$ cat src/dfc_pkg.sv
// Purpose: Shared constants, types and the frame checksum for the converter front end
// Assumes: 32-bit serial frames, 14-bit converter code, 125 MHz system clock
// Notes: Register addresses are five-bit frame addresses

package dfc_pkg;

	// ======================================================================
	// Timing
	localparam int unsigned CLK_PERIOD_NS = 8;
	localparam int unsigned LATCH_SETTLE_NS = 40;
	localparam int unsigned LATCH_SETTLE_CYC = (LATCH_SETTLE_NS + CLK_PERIOD_NS - 1) / CLK_PERIOD_NS;
	localparam logic [3:0] LATCH_SETTLE_LOAD = 4'(LATCH_SETTLE_CYC);

	// ======================================================================
	// Frame geometry
	localparam logic [5:0] CNT_SHORT = 6'h18;
	localparam logic [5:0] CNT_FULL = 6'h20;
	localparam logic [5:0] CNT_MAX = 6'h3F;
	localparam logic [1:0] SYNC_PATTERN = 2'h2;
	localparam logic [7:0] CRC_POLY = 8'h07;
	localparam logic [7:0] CRC_INIT = 8'h00;

	// ======================================================================
	// Pin vector positions
	localparam int PIN_SCLK = 0;
	localparam int PIN_SEL_N = 1;
	localparam int PIN_SDI = 2;
	localparam int PIN_LOAD_N = 3;
	localparam int PIN_ADDR0 = 4;
	localparam int PIN_ADDR1 = 5;
	localparam int PIN_W = 6;

	// ======================================================================
	// Register addresses
	localparam logic [4:0] REG_NOP = 5'h00;
	localparam logic [4:0] REG_INPUT_CODE = 5'h01;
	localparam logic [4:0] REG_APPLIED_CODE = 5'h02;
	localparam logic [4:0] REG_GAIN_TRIM = 5'h03;
	localparam logic [4:0] REG_OFFSET_TRIM = 5'h04;
	localparam logic [4:0] REG_SW_LOAD = 5'h05;
	localparam logic [4:0] REG_RB_SELECT = 5'h06;
	localparam logic [4:0] REG_CHECK_CONFIG = 5'h07;
	localparam logic [4:0] REG_FAULT_FLAGS = 5'h08;
	localparam logic [4:0] REG_GENERAL_CONFIG_TWO = 5'h09;
	localparam logic [4:0] REG_STATUS = 5'h0A;

	// ======================================================================
	// Reset values
	localparam logic [15:0] GAIN_TRIM_RST = 16'hFFFC;
	localparam logic [15:0] OFFSET_TRIM_RST = 16'h8000;
	localparam logic [15:0] ZERO16 = 16'h0000;
	localparam logic [15:0] CHECK_CONFIG_RST = 16'h0003;

	// ======================================================================
	// Field positions
	localparam int CFG_CRC_EN = 0;
	localparam int CFG_INVERSE_EN = 1;
	localparam int CFG_LATCH_MON_EN = 2;
	localparam int FLG_CRC = 0;
	localparam int FLG_SLIP = 1;
	localparam int FLG_COUNT = 2;
	localparam int FLG_LATCH = 3;
	localparam int FLG_W = 4;
	localparam int GC2_GLOBAL_LOAD = 0;
	localparam int STAT_FAULT = 0;
	localparam int STAT_PENDING = 1;
	localparam int RBS_ADDR_MSB = 4;
	localparam int RBS_MODE_LSB = 5;
	localparam int RBS_MODE_MSB = 6;
	localparam logic [1:0] RB_TWO_STAGE = 2'h0;
	localparam logic [1:0] RB_AUTOSTATUS = 2'h1;
	localparam logic [1:0] RB_ECHO = 2'h2;

	// ======================================================================
	// Code arithmetic
	localparam logic [13:0] CODE_MAX = 14'h3FFF;
	localparam logic [13:0] CODE_MIN = 14'h0000;
	localparam logic [16:0] HALF_SCALE = 17'h02000;

	// ======================================================================
	// Frame receiver states, Gray along idle-shift-evaluate
	typedef enum logic [1:0] {
		DFC_IDLE = 2'h0,
		DFC_SHIFT = 2'h1,
		DFC_EVAL = 2'h3
	} dfc_frame_state_t;

	// CRC-8, MSB first, over 24 bits
	function automatic logic [7:0] dfc_crc8(input logic [23:0] d);
		logic [7:0] c;
		logic fb;
		c = CRC_INIT;
		for (int i = 23; i >= 0; i--)
		begin
			fb = c[7] ^ d[i];
			c = {c[6:0], 1'b0} ^ (fb ? CRC_POLY : 8'h00);
		end
		return c;
	endfunction

endpackage

$ cat src/dfc_calc_if.sv
// Purpose: Carries the trim operands and the calibrated result between modules
// Assumes: All codes are 14-bit straight binary
// Notes: Purely combinational path

`timescale 1ns/1ps

interface dfc_calc_if;
	logic [13:0] input_code;
	logic [13:0] gain_code;
	logic [13:0] offset_code;
	logic [13:0] cal_code;
	modport user (output input_code, output gain_code, output offset_code, input cal_code);
	modport calc (input input_code, input gain_code, input offset_code, output cal_code);
endinterface

$ cat src/dfc_code_calc.sv
// Purpose: Gain multiplier and offset adder producing the converter code
// Assumes: Operands held stable by the caller
// Notes: Result clamps at both ends of the 14-bit range

`timescale 1ns/1ps

module dfc_code_calc (
	dfc_calc_if.calc cif
);
	logic [14:0] gain_plus;
	logic [28:0] product;
	logic [16:0] sum;

	// =====================================================================
	// Arithmetic
	// input times gain plus one over 2^14, plus offset minus 2^13
	assign gain_plus = {1'b0, cif.gain_code} + 15'h0001;
	assign product = {15'h0000, cif.input_code} * {14'h0000, gain_plus};
	assign sum = {2'h0, product[28:14]} + {3'h0, cif.offset_code} - dfc_pkg::HALF_SCALE;

	// Clamp: a borrow out shows as bit 16, overflow as bits 15:14
	always_comb
	begin
		if (sum[16])
			cif.cal_code = dfc_pkg::CODE_MIN;
		else if (sum[15:14] != 2'h0)
			cif.cal_code = dfc_pkg::CODE_MAX;
		else
			cif.cal_code = sum[13:0];
	end
endmodule

$ cat src/dfc_top.sv
// Purpose: Serial frame checking, register file, readback and code load path
// Assumes: Serial pins are asynchronous to mclk_in and far slower than it
// Notes: Slew engine lives outside; it feeds its intermediate code in

`timescale 1ns/1ps

// Function
// - Top frame bit must complement the next; else discard and flag slip error.
// - Checksum on: only exactly 32 falling clock edges make a valid write.
// - Checksum off: 24 or 32 falling clock edges make a valid write.
// - Other lengths are ignored and set a sticky clock-count error flag.
// - Select register names a register, next no-op frame shifts it out.
// - Readback: 10 sync, fault bit, address, sixteen data bits, checksum.
// - Autostatus mode, off at reset, returns status on every frame.
// - Echo mode alternates status with a copy of the last command.
// - Gain trim straight binary, reset 0xFFFC gives unity, factor (M+1)/16384.
// - Offset trim straight binary, reset 0x8000 means zero offset.
// - Code equals input times (gain+1) over 2^14 plus offset minus 2^13.
// - Trim writes do not change output; next input write applies them.
// - Read-only register holds loaded code before the trims.
// - Load strobe low: input write updates output at frame end.
// - Load strobe high: update waits for software load or strobe pulse.
// - While slewing, applied-code register follows the intermediate value.
// - Global load mode lets software load ignore device address bits.
// - Complemented code copy must match before strobing; enabled by default.
// - Latch monitor compares latched and internal code, sets sticky flag.
// - Frames arrive MSB first, sampled on falling serial clock edges.
// - Frame accepted only if its device address equals the address pins, or if it is a software load in global load mode.
// - CRC-8 x^8+x^2+x+1 over 24 bits, on by default, failures discarded.
module dfc_top (
	// Clock and reset
	input wire logic mclk_in,
	input wire logic rst_in,
	// Serial port
	input wire logic sclk_in,
	input wire logic frame_sel_n_in,
	input wire logic sdi_in,
	output logic sdo_out,
	output logic sdo_oe_out,
	// Load strobe and board address
	input wire logic load_strobe_n_in,
	input wire logic board_address_pin_zero_in,
	input wire logic board_address_pin_one_in,
	// Converter side
	output logic [13:0] calibrated_code_out,
	output logic dac_strobe_out,
	input wire logic [13:0] latch_code_in,
	// Slew engine
	input wire logic slew_active_in,
	input wire logic [15:0] slew_code_in
);
	dfc_pkg::dfc_frame_state_t state;
	logic [dfc_pkg::PIN_W-1:0] pin_a;
	logic [dfc_pkg::PIN_W-1:0] pin_b;
	logic [13:0] latch_a;
	logic [13:0] latch_b;
	logic sclk_prev;
	logic sel_prev;
	logic load_prev;
	logic sclk_fall;
	logic sclk_rise;
	logic sel_fall;
	logic sel_rise;
	logic load_fall;
	logic [5:0] bit_cnt;
	logic [31:0] rx_shift;
	logic [31:0] tx_shift;
	logic [23:0] word;
	logic in_eval;
	logic crc_en;
	logic len_ok;
	logic slip_ok;
	logic crc_ok;
	logic addr_ok;
	logic accept;
	logic [4:0] reg_addr;
	logic [15:0] wdata;
	logic [15:0] gain_trim;
	logic [15:0] offset_trim;
	logic [15:0] input_code;
	logic [15:0] applied_code;
	logic [15:0] rb_select;
	logic [15:0] check_config;
	logic [15:0] general_config_two;
	logic [dfc_pkg::FLG_W-1:0] flags;
	logic [dfc_pkg::FLG_W-1:0] flag_set;
	logic [dfc_pkg::FLG_W-1:0] flag_clr;
	logic [23:0] last_cmd;
	logic echo_phase;
	logic pending;
	logic [13:0] pend_code;
	logic [13:0] pend_inv;
	logic [15:0] pend_input;
	logic sw_load_wr;
	logic load_go;
	logic inv_ok;
	logic apply;
	logic capture;
	logic [3:0] settle;
	logic fault;
	logic [15:0] status;
	logic [4:0] rb_addr;
	logic [15:0] rb_data;
	logic [23:0] rb_head;
	logic [31:0] next_tx;

	dfc_calc_if cal_if ();

	dfc_code_calc u_calc (
		.cif(cal_if.calc)
	);

	// ======================================================================
	// Input synchronisers
	always_ff @(posedge mclk_in or posedge rst_in)
	begin
		if (rst_in)
		begin
			pin_a <= 6'h0B;
			pin_b <= 6'h0B;
			latch_a <= 14'h0000;
			latch_b <= 14'h0000;
		end
		else
		begin
			pin_a <= {board_address_pin_one_in, board_address_pin_zero_in, load_strobe_n_in,
				sdi_in, frame_sel_n_in, sclk_in};
			pin_b <= pin_a;
			latch_a <= latch_code_in;
			latch_b <= latch_a;
		end
	end

	// Edge history, taken only from the second stage
	always_ff @(posedge mclk_in or posedge rst_in)
	begin
		if (rst_in)
		begin
			sclk_prev <= 1'b1;
			sel_prev <= 1'b1;
			load_prev <= 1'b1;
		end
		else
		begin
			sclk_prev <= pin_b[dfc_pkg::PIN_SCLK];
			sel_prev <= pin_b[dfc_pkg::PIN_SEL_N];
			load_prev <= pin_b[dfc_pkg::PIN_LOAD_N];
		end
	end

	assign sclk_fall = sclk_prev & ~pin_b[dfc_pkg::PIN_SCLK];
	assign sclk_rise = ~sclk_prev & pin_b[dfc_pkg::PIN_SCLK];
	assign sel_fall = sel_prev & ~pin_b[dfc_pkg::PIN_SEL_N];
	assign sel_rise = ~sel_prev & pin_b[dfc_pkg::PIN_SEL_N];
	assign load_fall = load_prev & ~pin_b[dfc_pkg::PIN_LOAD_N];

	// ======================================================================
	// Frame receiver
	always_ff @(posedge mclk_in or posedge rst_in)
	begin
		if (rst_in)
			state <= dfc_pkg::DFC_IDLE;
		else
		begin
			case (state)
				dfc_pkg::DFC_IDLE:
					if (sel_fall)
						state <= dfc_pkg::DFC_SHIFT;
				dfc_pkg::DFC_SHIFT:
					if (sel_rise)
						state <= dfc_pkg::DFC_EVAL;
				dfc_pkg::DFC_EVAL:
					state <= dfc_pkg::DFC_IDLE;
				default:
					state <= dfc_pkg::DFC_IDLE;
			endcase
		end
	end

	// Count saturates so that a runaway frame never wraps back to a legal length
	always_ff @(posedge mclk_in or posedge rst_in)
	begin
		if (rst_in)
		begin
			bit_cnt <= 6'h00;
			rx_shift <= 32'h00000000;
		end
		else if (state == dfc_pkg::DFC_IDLE && sel_fall)
			bit_cnt <= 6'h00;
		// MSB first, sampled on falling serial clock
		else if (state == dfc_pkg::DFC_SHIFT && sclk_fall)
		begin
			rx_shift <= {rx_shift[30:0], pin_b[dfc_pkg::PIN_SDI]};
			if (bit_cnt != dfc_pkg::CNT_MAX)
				bit_cnt <= bit_cnt + 6'h01;
		end
	end

	// ======================================================================
	// Frame checks
	assign in_eval = (state == dfc_pkg::DFC_EVAL);
	assign crc_en = check_config[dfc_pkg::CFG_CRC_EN];
	assign word = (bit_cnt == dfc_pkg::CNT_SHORT) ? rx_shift[23:0] : rx_shift[31:8];
	assign reg_addr = word[20:16];
	assign wdata = word[15:0];
	// allowed lengths depend on the checksum enable
	assign len_ok = crc_en ? (bit_cnt == dfc_pkg::CNT_FULL) :
		(bit_cnt == dfc_pkg::CNT_FULL || bit_cnt == dfc_pkg::CNT_SHORT);
	// slip bit is the complement of the bit below
	assign slip_ok = word[23] ^ word[22];
	// checksum over the 24 data bits
	assign crc_ok = ~crc_en || (dfc_pkg::dfc_crc8(word) == rx_shift[7:0]);
	// device address must match the pins, except global load
	assign addr_ok = (word[22:21] == {pin_b[dfc_pkg::PIN_ADDR1], pin_b[dfc_pkg::PIN_ADDR0]}) ||
		(general_config_two[dfc_pkg::GC2_GLOBAL_LOAD] && reg_addr == dfc_pkg::REG_SW_LOAD);
	assign accept = in_eval & len_ok & slip_ok & crc_ok & addr_ok;
	assign sw_load_wr = accept && reg_addr == dfc_pkg::REG_SW_LOAD;

	// ======================================================================
	// Register file
	always_ff @(posedge mclk_in or posedge rst_in)
	begin
		if (rst_in)
		begin
			// trims reset to unity gain and zero offset
			gain_trim <= dfc_pkg::GAIN_TRIM_RST;
			offset_trim <= dfc_pkg::OFFSET_TRIM_RST;
			input_code <= dfc_pkg::ZERO16;
			rb_select <= dfc_pkg::ZERO16;
			check_config <= dfc_pkg::CHECK_CONFIG_RST;
			general_config_two <= dfc_pkg::ZERO16;
			last_cmd <= 24'h000000;
		end
		else if (accept)
		begin
			last_cmd <= word;
			case (reg_addr)
				dfc_pkg::REG_INPUT_CODE: input_code <= wdata;
				dfc_pkg::REG_GAIN_TRIM: gain_trim <= wdata;
				dfc_pkg::REG_OFFSET_TRIM: offset_trim <= wdata;
				// select the register for the next frame
				dfc_pkg::REG_RB_SELECT: rb_select <= wdata;
				dfc_pkg::REG_CHECK_CONFIG: check_config <= wdata;
				dfc_pkg::REG_GENERAL_CONFIG_TWO: general_config_two <= wdata;
				default: ;
			endcase
		end
	end

	// Sticky fault flags, write one to clear; a new event wins over its clear
	// error events
	assign flag_set[dfc_pkg::FLG_COUNT] = in_eval & ~len_ok;
	assign flag_set[dfc_pkg::FLG_SLIP] = in_eval & len_ok & ~slip_ok;
	assign flag_set[dfc_pkg::FLG_CRC] = in_eval & len_ok & slip_ok & ~crc_ok;
	assign flag_set[dfc_pkg::FLG_LATCH] = check_config[dfc_pkg::CFG_LATCH_MON_EN] &&
		settle == 4'h0 && latch_b != calibrated_code_out;
	assign flag_clr = (accept && reg_addr == dfc_pkg::REG_FAULT_FLAGS) ?
		wdata[dfc_pkg::FLG_W-1:0] : 4'h0;

	always_ff @(posedge mclk_in or posedge rst_in)
	begin
		if (rst_in)
			flags <= 4'h0;
		else
			flags <= (flags & ~flag_clr) | flag_set;
	end

	// ======================================================================
	// Code calculation and load path
	// trims feed the multiplier but only an input write latches its result
	assign cal_if.input_code = input_code[15:2];
	assign cal_if.gain_code = gain_trim[15:2];
	assign cal_if.offset_code = offset_trim[15:2];

	// strobe low loads at once, high waits for a load request
	assign load_go = pending & (~pin_b[dfc_pkg::PIN_LOAD_N] | load_fall | sw_load_wr);
	// complemented copy must match before the converter is strobed
	assign inv_ok = ~check_config[dfc_pkg::CFG_INVERSE_EN] || (pend_code == ~pend_inv);
	assign apply = load_go & inv_ok;

	// Capture comes one cycle after the input write, once the multiplier sees it;
	// a repeated input code still picks up freshly written trims
	always_ff @(posedge mclk_in or posedge rst_in)
	begin
		if (rst_in)
			capture <= 1'b0;
		else
			capture <= accept && reg_addr == dfc_pkg::REG_INPUT_CODE;
	end

	// Pending code; a fresh capture wins over an apply of the older code
	always_ff @(posedge mclk_in or posedge rst_in)
	begin
		if (rst_in)
		begin
			pending <= 1'b0;
			pend_code <= 14'h0000;
			pend_inv <= 14'h3FFF;
			pend_input <= dfc_pkg::ZERO16;
		end
		else if (capture)
		begin
			pending <= 1'b1;
			pend_code <= cal_if.cal_code;
			pend_inv <= ~cal_if.cal_code;
			pend_input <= input_code;
		end
		// a failed copy check leaves the request pending
		else if (apply)
			pending <= 1'b0;
	end

	// Converter code and strobe
	always_ff @(posedge mclk_in or posedge rst_in)
	begin
		if (rst_in)
		begin
			calibrated_code_out <= 14'h0000;
			dac_strobe_out <= 1'b0;
		end
		else
		begin
			dac_strobe_out <= apply;
			if (apply)
				calibrated_code_out <= pend_code;
		end
	end

	// Applied code before trims
	always_ff @(posedge mclk_in or posedge rst_in)
	begin
		if (rst_in)
			applied_code <= dfc_pkg::ZERO16;
		else if (slew_active_in)
			applied_code <= slew_code_in;
		// untrimmed copy of the loaded code
		else if (apply)
			applied_code <= pend_input;
	end

	// Latches need time to follow a new code before the monitor compares
	always_ff @(posedge mclk_in or posedge rst_in)
	begin
		if (rst_in)
			settle <= dfc_pkg::LATCH_SETTLE_LOAD;
		else if (apply)
			settle <= dfc_pkg::LATCH_SETTLE_LOAD;
		else if (settle != 4'h0)
			settle <= settle - 4'h1;
	end

	// ======================================================================
	// Readback
	assign fault = |flags;
	assign status = {14'h0000, pending, fault};

	always_comb
	begin
		case (rb_addr)
			dfc_pkg::REG_INPUT_CODE: rb_data = input_code;
			dfc_pkg::REG_APPLIED_CODE: rb_data = applied_code;
			dfc_pkg::REG_GAIN_TRIM: rb_data = gain_trim;
			dfc_pkg::REG_OFFSET_TRIM: rb_data = offset_trim;
			dfc_pkg::REG_RB_SELECT: rb_data = rb_select;
			dfc_pkg::REG_CHECK_CONFIG: rb_data = check_config;
			dfc_pkg::REG_FAULT_FLAGS: rb_data = {12'h000, flags};
			dfc_pkg::REG_GENERAL_CONFIG_TWO: rb_data = general_config_two;
			dfc_pkg::REG_STATUS: rb_data = status;
			default: rb_data = dfc_pkg::ZERO16;
		endcase
	end

	// autostatus and echo override the selection
	always_comb
	begin
		case (rb_select[dfc_pkg::RBS_MODE_MSB:dfc_pkg::RBS_MODE_LSB])
			dfc_pkg::RB_AUTOSTATUS: rb_addr = dfc_pkg::REG_STATUS;
			dfc_pkg::RB_ECHO: rb_addr = echo_phase ? last_cmd[20:16] : dfc_pkg::REG_STATUS;
			default: rb_addr = rb_select[dfc_pkg::RBS_ADDR_MSB:0];
		endcase
		// sync pattern, fault, address, data, checksum
		if (rb_select[dfc_pkg::RBS_MODE_MSB:dfc_pkg::RBS_MODE_LSB] == dfc_pkg::RB_ECHO &&
			echo_phase)
			rb_head = {dfc_pkg::SYNC_PATTERN, fault, last_cmd[20:0]};
		else
			rb_head = {dfc_pkg::SYNC_PATTERN, fault, rb_addr, rb_data};
		next_tx = {rb_head, dfc_pkg::dfc_crc8(rb_head)};
	end

	// Echo alternates on every frame start
	always_ff @(posedge mclk_in or posedge rst_in)
	begin
		if (rst_in)
			echo_phase <= 1'b0;
		else if (state == dfc_pkg::DFC_IDLE && sel_fall)
			echo_phase <= (rb_select[dfc_pkg::RBS_MODE_MSB:dfc_pkg::RBS_MODE_LSB] ==
				dfc_pkg::RB_ECHO) ? ~echo_phase : 1'b0;
	end

	// Output shifter moves on rising serial clock so the host samples a settled bit
	always_ff @(posedge mclk_in or posedge rst_in)
	begin
		if (rst_in)
			tx_shift <= 32'h00000000;
		else if (state == dfc_pkg::DFC_IDLE && sel_fall)
			tx_shift <= next_tx;
		else if (state == dfc_pkg::DFC_SHIFT && sclk_rise)
			tx_shift <= {tx_shift[30:0], 1'b0};
	end

	assign sdo_out = tx_shift[31];
	assign sdo_oe_out = (state == dfc_pkg::DFC_SHIFT);
endmodule

$ cat config.mk
export PLATFORM = sky130hd
export DESIGN_NAME = dfc_top
export DESIGN_NICKNAME = d
export VERILOG_FILES = /design/src/dfc_pkg.sv /design/src/dfc_calc_if.sv /design/src/dfc_code_calc.sv /design/src/dfc_top.sv
export SDC_FILE = /design/constraint.sdc
export NUM_CORES = 1
export LEC_CHECK = 0
export BUFFER_PORTS_ARGS = -buffer_cell sky130_fd_sc_hd__clkbuf_2
export CAP_MARGIN = 20
export CELL_PAD_IN_SITES_DETAIL_PLACEMENT = 1
export CELL_PAD_IN_SITES_GLOBAL_PLACEMENT = 1
export CORE_MARGIN = 4
export CORE_UTILIZATION = 30
export DETAILED_ROUTE_END_ITERATION = 10
export HOLD_SLACK_MARGIN = 0.02
export PLACE_DENSITY = 0.59
export SLEW_MARGIN = 25
export SYNTH_ARGS = -nofsm -noshare
export SYNTH_HDL_FRONTEND = slang
export SYNTH_HIERARCHICAL = 1
export SYNTH_SLANG_ARGS = --single-unit
export TNS_END_PERCENT = 20
$ cat constraint.sdc
create_clock -name mclk_in -period 10.7 [get_ports mclk_in]
set_input_delay 1.07 -clock mclk_in [delete_from_list [all_inputs] [get_ports mclk_in]]
set_output_delay 1.07 -clock mclk_in [all_outputs]
set_load 0.01 [all_outputs]
# Word level (Yosys, flattened, before mapping)
# Index checks and enable logic that the tools add are counted.
# Widths: inputs -> output; s select.
# word_totals
regBits	318
input_bits	39
# op_classes
n_addsub	5
mul	1
eq_ne	30
muxes	72
bitwise	126
n_reduce_logical	34
# op_table
operator	count
$xor 8x3->8	38
$mux 3	48
$pmux 16 s9	1
$mux 32	2
$xor 1x1->1	37
$eq 5x3->1 const B	7
$mux 16	2
$mul 14x15->29	1
$mux 14	2
$not 14->14	2
$eq 5x4->1 const B	5
$mux 24	1
$mux 21	1
$mux 6	3
$reduce_and 2->1	9
$sub 17x14->17 const B	1
$add 15x14->16	1
$add 14x1->15 const B	1
$eq 5x2->1 const B	3
$and 1x1->1	14
$eq 14x14->1	1
$ne 14x14->1	1
$reduce_bool 2->1	7
$xor 7x3->7	2
34 further kinds	78

# Logic depth before layout (Yosys ltp)
# depth
depth_word	73
depth_mapped	41
depth_no_buf	39

# By module
# The synthesis kept the hierarchy.
# by_module_without_submodules
module	instances	cells_each	area_per_inst_um2	seq_area_each_um2
dfc_top	1	1340	15959.1	7983.9
dfc_code_calc	1	882	7741.2	0.0

# Least setup slack after synthesis
# OpenSTA, ideal clock, no wires.
# synth_timing
path_kind	register -> register
startpoint	reg gain_trim[4]
endpoint	reg pend_code[10]
setup_time_ns	0.125
t_arrival_ns	8.932
slack_ns	1.644
stages_incl_launch_ff	38
path_buffers	2
synth_period_minus_slack_ns	9.056
cell_sequence	dfstp_2 -> and3_1 -> and2_1 -> nand2_1 -> or2_2 -> xnor2_1 -> clkbuf_1 -> and2_1 -> fa_1 -> inv_1 -> fa_1 -> inv_1 -> fa_1 -> fa_1 -> fa_1 -> inv_1 -> fa_1 -> inv_1 -> [... 2 more ...] -> a21oi_1 -> o21ai_4 -> a211o_2 -> a31o_2 -> xor2_1 -> ha_1 -> ha_1 -> o211a_1 -> and2_1 -> a22o_1 -> a21o_1 -> o41ai_1 -> o21ai_0 -> o21ai_1 -> mux2i_2 -> buf_6 -> o21a_1 -> mux2_2
# synth_between
elab_chain_len	7
# synth_lines
element	line	source
start, declared	dfc_top.sv:78	logic [15:0] gain_trim;
start signal, assigned	dfc_top.sv:226	gain_trim <= dfc_pkg::GAIN_TRIM_RST;
start signal, assigned	dfc_top.sv:239	dfc_pkg::REG_GAIN_TRIM: gain_trim <= wdata;
$add 14x1->15 (*)	dfc_code_calc.sv:17	assign gain_plus = {1'b0, cif.gain_code} + 15'h0001;
$mul 14x15->29 (*)	dfc_code_calc.sv:18	assign product = {15'h0000, cif.input_code} * {14'h0000, gain_plus};
$add 15x14->16 (*)	dfc_code_calc.sv:19	assign sum = {2'h0, product[28:14]} + {3'h0, cif.offset_code} - dfc_pkg::HALF_SCALE;
$sub 17x14->17 (*)	dfc_code_calc.sv:19	
$reduce_bool 2->1	dfc_code_calc.sv:26	else if (sum[15:14] != 2'h0)
$mux 14	dfc_code_calc.sv:26	
$mux 14 (*)	dfc_code_calc.sv:24	if (sum[16])
net cal_if.cal_code[10]	dfc_calc_if.sv:11	logic [13:0] cal_code;
end signal, assigned	dfc_top.sv:304	pend_code <= cal_if.cal_code;
end, declared	dfc_top.sv:91	logic [13:0] pend_code;
# The timed path passes the listed nets; every way through them passes the cells marked *.
# A chain may end at the register's enable or synchronous reset.

# Worst setup path in the final report
# layout_timing
startpoint	reg gain_trim[2]
endpoint	reg pend_code[3]
# Same word-level chain as after synthesis.

==> flow_summary.toml <==
[run_status]
status = "finished, final reports clean"

[detailed_routing]
drt-initial-drc-count = 975
vias_per_cell = 5.00
vias = 16600
wl_met2_mm = 33.4
wl_met3_mm = 2.16
wire_per_inst_um = 21.0
drc = 0
ant_nets = 0
drt_first_pass_iters = 5
routed.top_layer = "met4"
met1_length_mm = 32.9
routed_wl_mm = 69.8

[cells_and_area]
layout_common_cells = "275 x dfrtp_1, 240 x nand2_1, 204 x inv_1"
design_area_um2 = 26400
finalNonFillerCells = 3317
drive_above_1_share_pct = 19.2
fin_nets = 2568
layout_commonest_cell = "dfrtp_1"
fillers = 8743
area.growth.synth_to_final_pct = 11.6

[floorplan]
fp.dieW_um = 289
start_util_pct = 30.4
core_area_um2 = 77800
io_pins = 56
rows = 102
dieHeight_um = 289
dieArea_um2 = 83600

[placed_design]
placed_area_um2 = 25200
gp_congestion = 0.809
hpwl_mm = 52.0
dp.cells = 3245
dp_slack_ns = 0.485
port_buffers = 55

[worst_hold_path]
whs_path_depth = 0
hp-class = "flip-flop to flip-flop"

[setup_path]
cpPeakStageDelay_ns = 0.79
crit_slowest_cell = "dfstp_2"
critPathArrivalTime_ns = 10.50
crit_start = "gain_trim[2]$_DFFE_PP1P_"
worstSetupPathType = "flip-flop to flip-flop"
crit_required_ns = 11.13
cp_num_buf_inv = 5
end_kind = "flip-flop"
r2r_end = "pend_code[3]$_DFFE_PP0P_"
reg2regPathDepth = 36
cp_top_family = "adder cells"
crit_path_max_fanout = 20
rr_startpoint = "gain_trim[2]$_DFFE_PP1P_"
crit_path_frequent_cell = "fa_1"
endpoint = "pend_code[3]$_DFFE_PP0P_"
rrSetupSlack_ns = 0.63
cp_num_cells = 36
cp-start-kind = "flip-flop"

[synthesis]
synth_cell_types = 86
synth_fp_nets = 2544
async_reset_ff_share_pct = 100
syn_area_per_cell_um2 = 10.7
netlist_area_um2 = 23700
ys_seq_elements = 317
synth_top_flop_cell = "dfrtp_1"
yosysSeqAreaShare_pct = 33.7
ys_warn_count = 6
syn-instance-count = 2222
synth_edf_count = 0

[power]
p_clk_share_pct = 42.6
finalPower_mw = 2.89
switching_power_uw = 759
power_leakage_nw = 12.9
intPower_mw = 2.13
p_comb_share_pct = 11.1
power_frac_seq_pct = 46.3
switching_share_pct = 26.3
p_per_area_nw_per_um2 = 109
vdd_drop_max_mv = 0.129

[sta]
final_hold_viol_count = 0
slew_violations = 0
worstMarginPinSlew_ns = 1.06
setup_viol = 0
finalCritPeriodShare_pct = 94.1
min_period_ns = 10.07
maxSlewHeadroom_pct = 29.4
tns_ns = 0
fin_skew_ns = 0.0131
rsz0062_at_grt = "no"
fin_ws_ns = 0.633
max_freq_mhz = 99.3

[global_routing]
grt_overflow = 0
grt_pass1_wl_mm = 110
grt_pass1_vias = 18300
grt.total_usage_pct = 16.9
grt_max_degree = 186
antenna_found_initial = 0

[clocking]
cts-root-buf = "clkbuf_16"
post-cts-setup-buffer-count = 0
cts.reportedPaths.clkPinSlew_ns = 0.06
cts_hold_buffers = 0
clk_path_buf_depth = 3
postCtsResizedCells = 0
cts_tree = "done"
clkLatencyLatePin_ns = 0.56
numClockSinks = 317
numCtsBuffers = 38
htreeDepth = 2

[flow_run]
maxCapViolCount = 0
## cell type report
cell class                      instances  area [um2]  share of cell area [%]
Multi-Input combinational cell       1583       14500                    54.9
Inverter                              205         777                    2.94
Tap cell                             1040        1300                    4.92
Antenna cell                            1        2.50                 0.00946
Clock buffer                           55        1070                    4.07
Sequential cell                       317        7990                    30.2
Timing Repair Buffer                  101         664                    2.51
Clock inverter                         15         111                   0.421
## Yosys cell counts (13+ instances only)
| library cell | number | area, um2 |
|---|---|---|
| a21o_1 | 17 | 128 |
| a21oi_1 | 46 | 230 |
| a22o_1 | 15 | 131 |
| a22oi_1 | 55 | 413 |
| and2_1 | 102 | 638 |
| clkbuf_1 | 94 | 353 |
| dfrtp_1 | 276 | 6910 |
| dfstp_2 | 41 | 1080 |
| fa_1 | 153 | 3060 |
| ha_1 | 130 | 1630 |
| inv_1 | 205 | 769 |
| mux2_2 | 178 | 2000 |
| mux2i_1 | 32 | 320 |
| nand2_1 | 240 | 901 |
| nand2b_1 | 14 | 87.6 |
| nand3_1 | 34 | 170 |
| nand4_1 | 21 | 131 |
| nor2_1 | 56 | 210 |
| nor2b_1 | 16 | 100 |
| nor3_1 | 13 | 65.1 |
| nor3b_1 | 19 | 143 |
| nor4_1 | 13 | 81.3 |
| o21a_1 | 17 | 128 |
| o21ai_0 | 46 | 230 |
| o31ai_1 | 17 | 128 |
| xnor2_1 | 119 | 1040 |
| xnor3_1 | 21 | 473 |
| xor2_1 | 62 | 543 |
## cells by family (layout without fill, tap and decap cells)
family	count (synthesis)	count (layout)	share of synthesized area, %
compound gates	300	300	9.28
mux	229	229	10.9
flops	317	317	33.7
buf+inv	322	376	5.40
fa+ha+maj	283	283	19.8
xor+xnor	205	205	8.96
other cells	0	1	0
simple gates	566	566	12.0
## worst register-to-register path: cells and delay by family, from the launching register on
kind / cells / cell delay [ns]
mux: 2 / 0.47
fa+ha+maj: 10 / 4.39
simple gates: 5 / 0.96
flops: 1 / 0.79
compound gates: 12 / 2.72
xor+xnor: 2 / 0.22
buf+inv: 5 / 0.42
## metrics by stage
step                hold WS [ns]  utilization (%)
floorplan                  0.331                -
global placement           0.335             32.4
detailed placement         0.336             32.4
CTS                        0.349             33.9
global route               0.358             34.0
finish                     0.348             34.0
## sequential cells by signal (all words and copies together) (netlist names), 2 cells and up
| register | flops |
|---|---|
| gain_trim | 16 |
| pend_input | 16 |
| rb_select | 16 |
| offset_trim | 16 |
| pend_code | 14 |
| bit_cnt | 6 |
| check_config | 16 |
| input_code | 16 |
| pin_a | 6 |
| last_cmd | 21 |
| pin_b | 6 |
| applied_code | 16 |
| calibrated_code_out | 14 |
| tx_shift | 32 |
| pend_inv | 14 |
| flags | 4 |
| general_config_two | 16 |
| latch_b | 14 |
| rx_shift | 32 |
| settle | 4 |
| latch_a | 14 |
| state | 2 |
## power groups by stage
stage | clock network (mW) | logic (mW) | registers (mW)
global route | 1.32 | 0.356 | 1.35
floorplan | 0 | 0.254 | 1.32
finish | 1.23 | 0.320 | 1.34
CTS | 1.27 | 0.326 | 1.34
global placement | 0 | 0.314 | 1.36
detailed placement | 0 | 0.323 | 1.36
## worst min path at each step
| stage | start | endpoint |
|---|---|---|
| 6_report | latch_a[5]$_DFF_PP0_ | latch_b[5]$_DFF_PP0_ |
| 5_1_grt | latch_a[12]$_DFF_PP0_ | latch_b[12]$_DFF_PP0_ |
| 4_1_cts | latch_a[5]$_DFF_PP0_ | latch_b[5]$_DFF_PP0_ |
| 3_5_place_dp | latch_a[5]$_DFF_PP0_ | latch_b[5]$_DFF_PP0_ |
| 3_3_place_gp | latch_a[12]$_DFF_PP0_ | latch_b[12]$_DFF_PP0_ |
| 2_1_floorplan | latch_a[0]$_DFF_PP0_ | latch_b[0]$_DFF_PP0_ |
## per-layer routing
layer	up-vias	global-route usage [%]
met4	0	3.85
met3	74	1.80
met1	8714	23.5
met5	-	0
li1	7544	-
met2	245	28.4
Power figures use the tool's default switching activity.
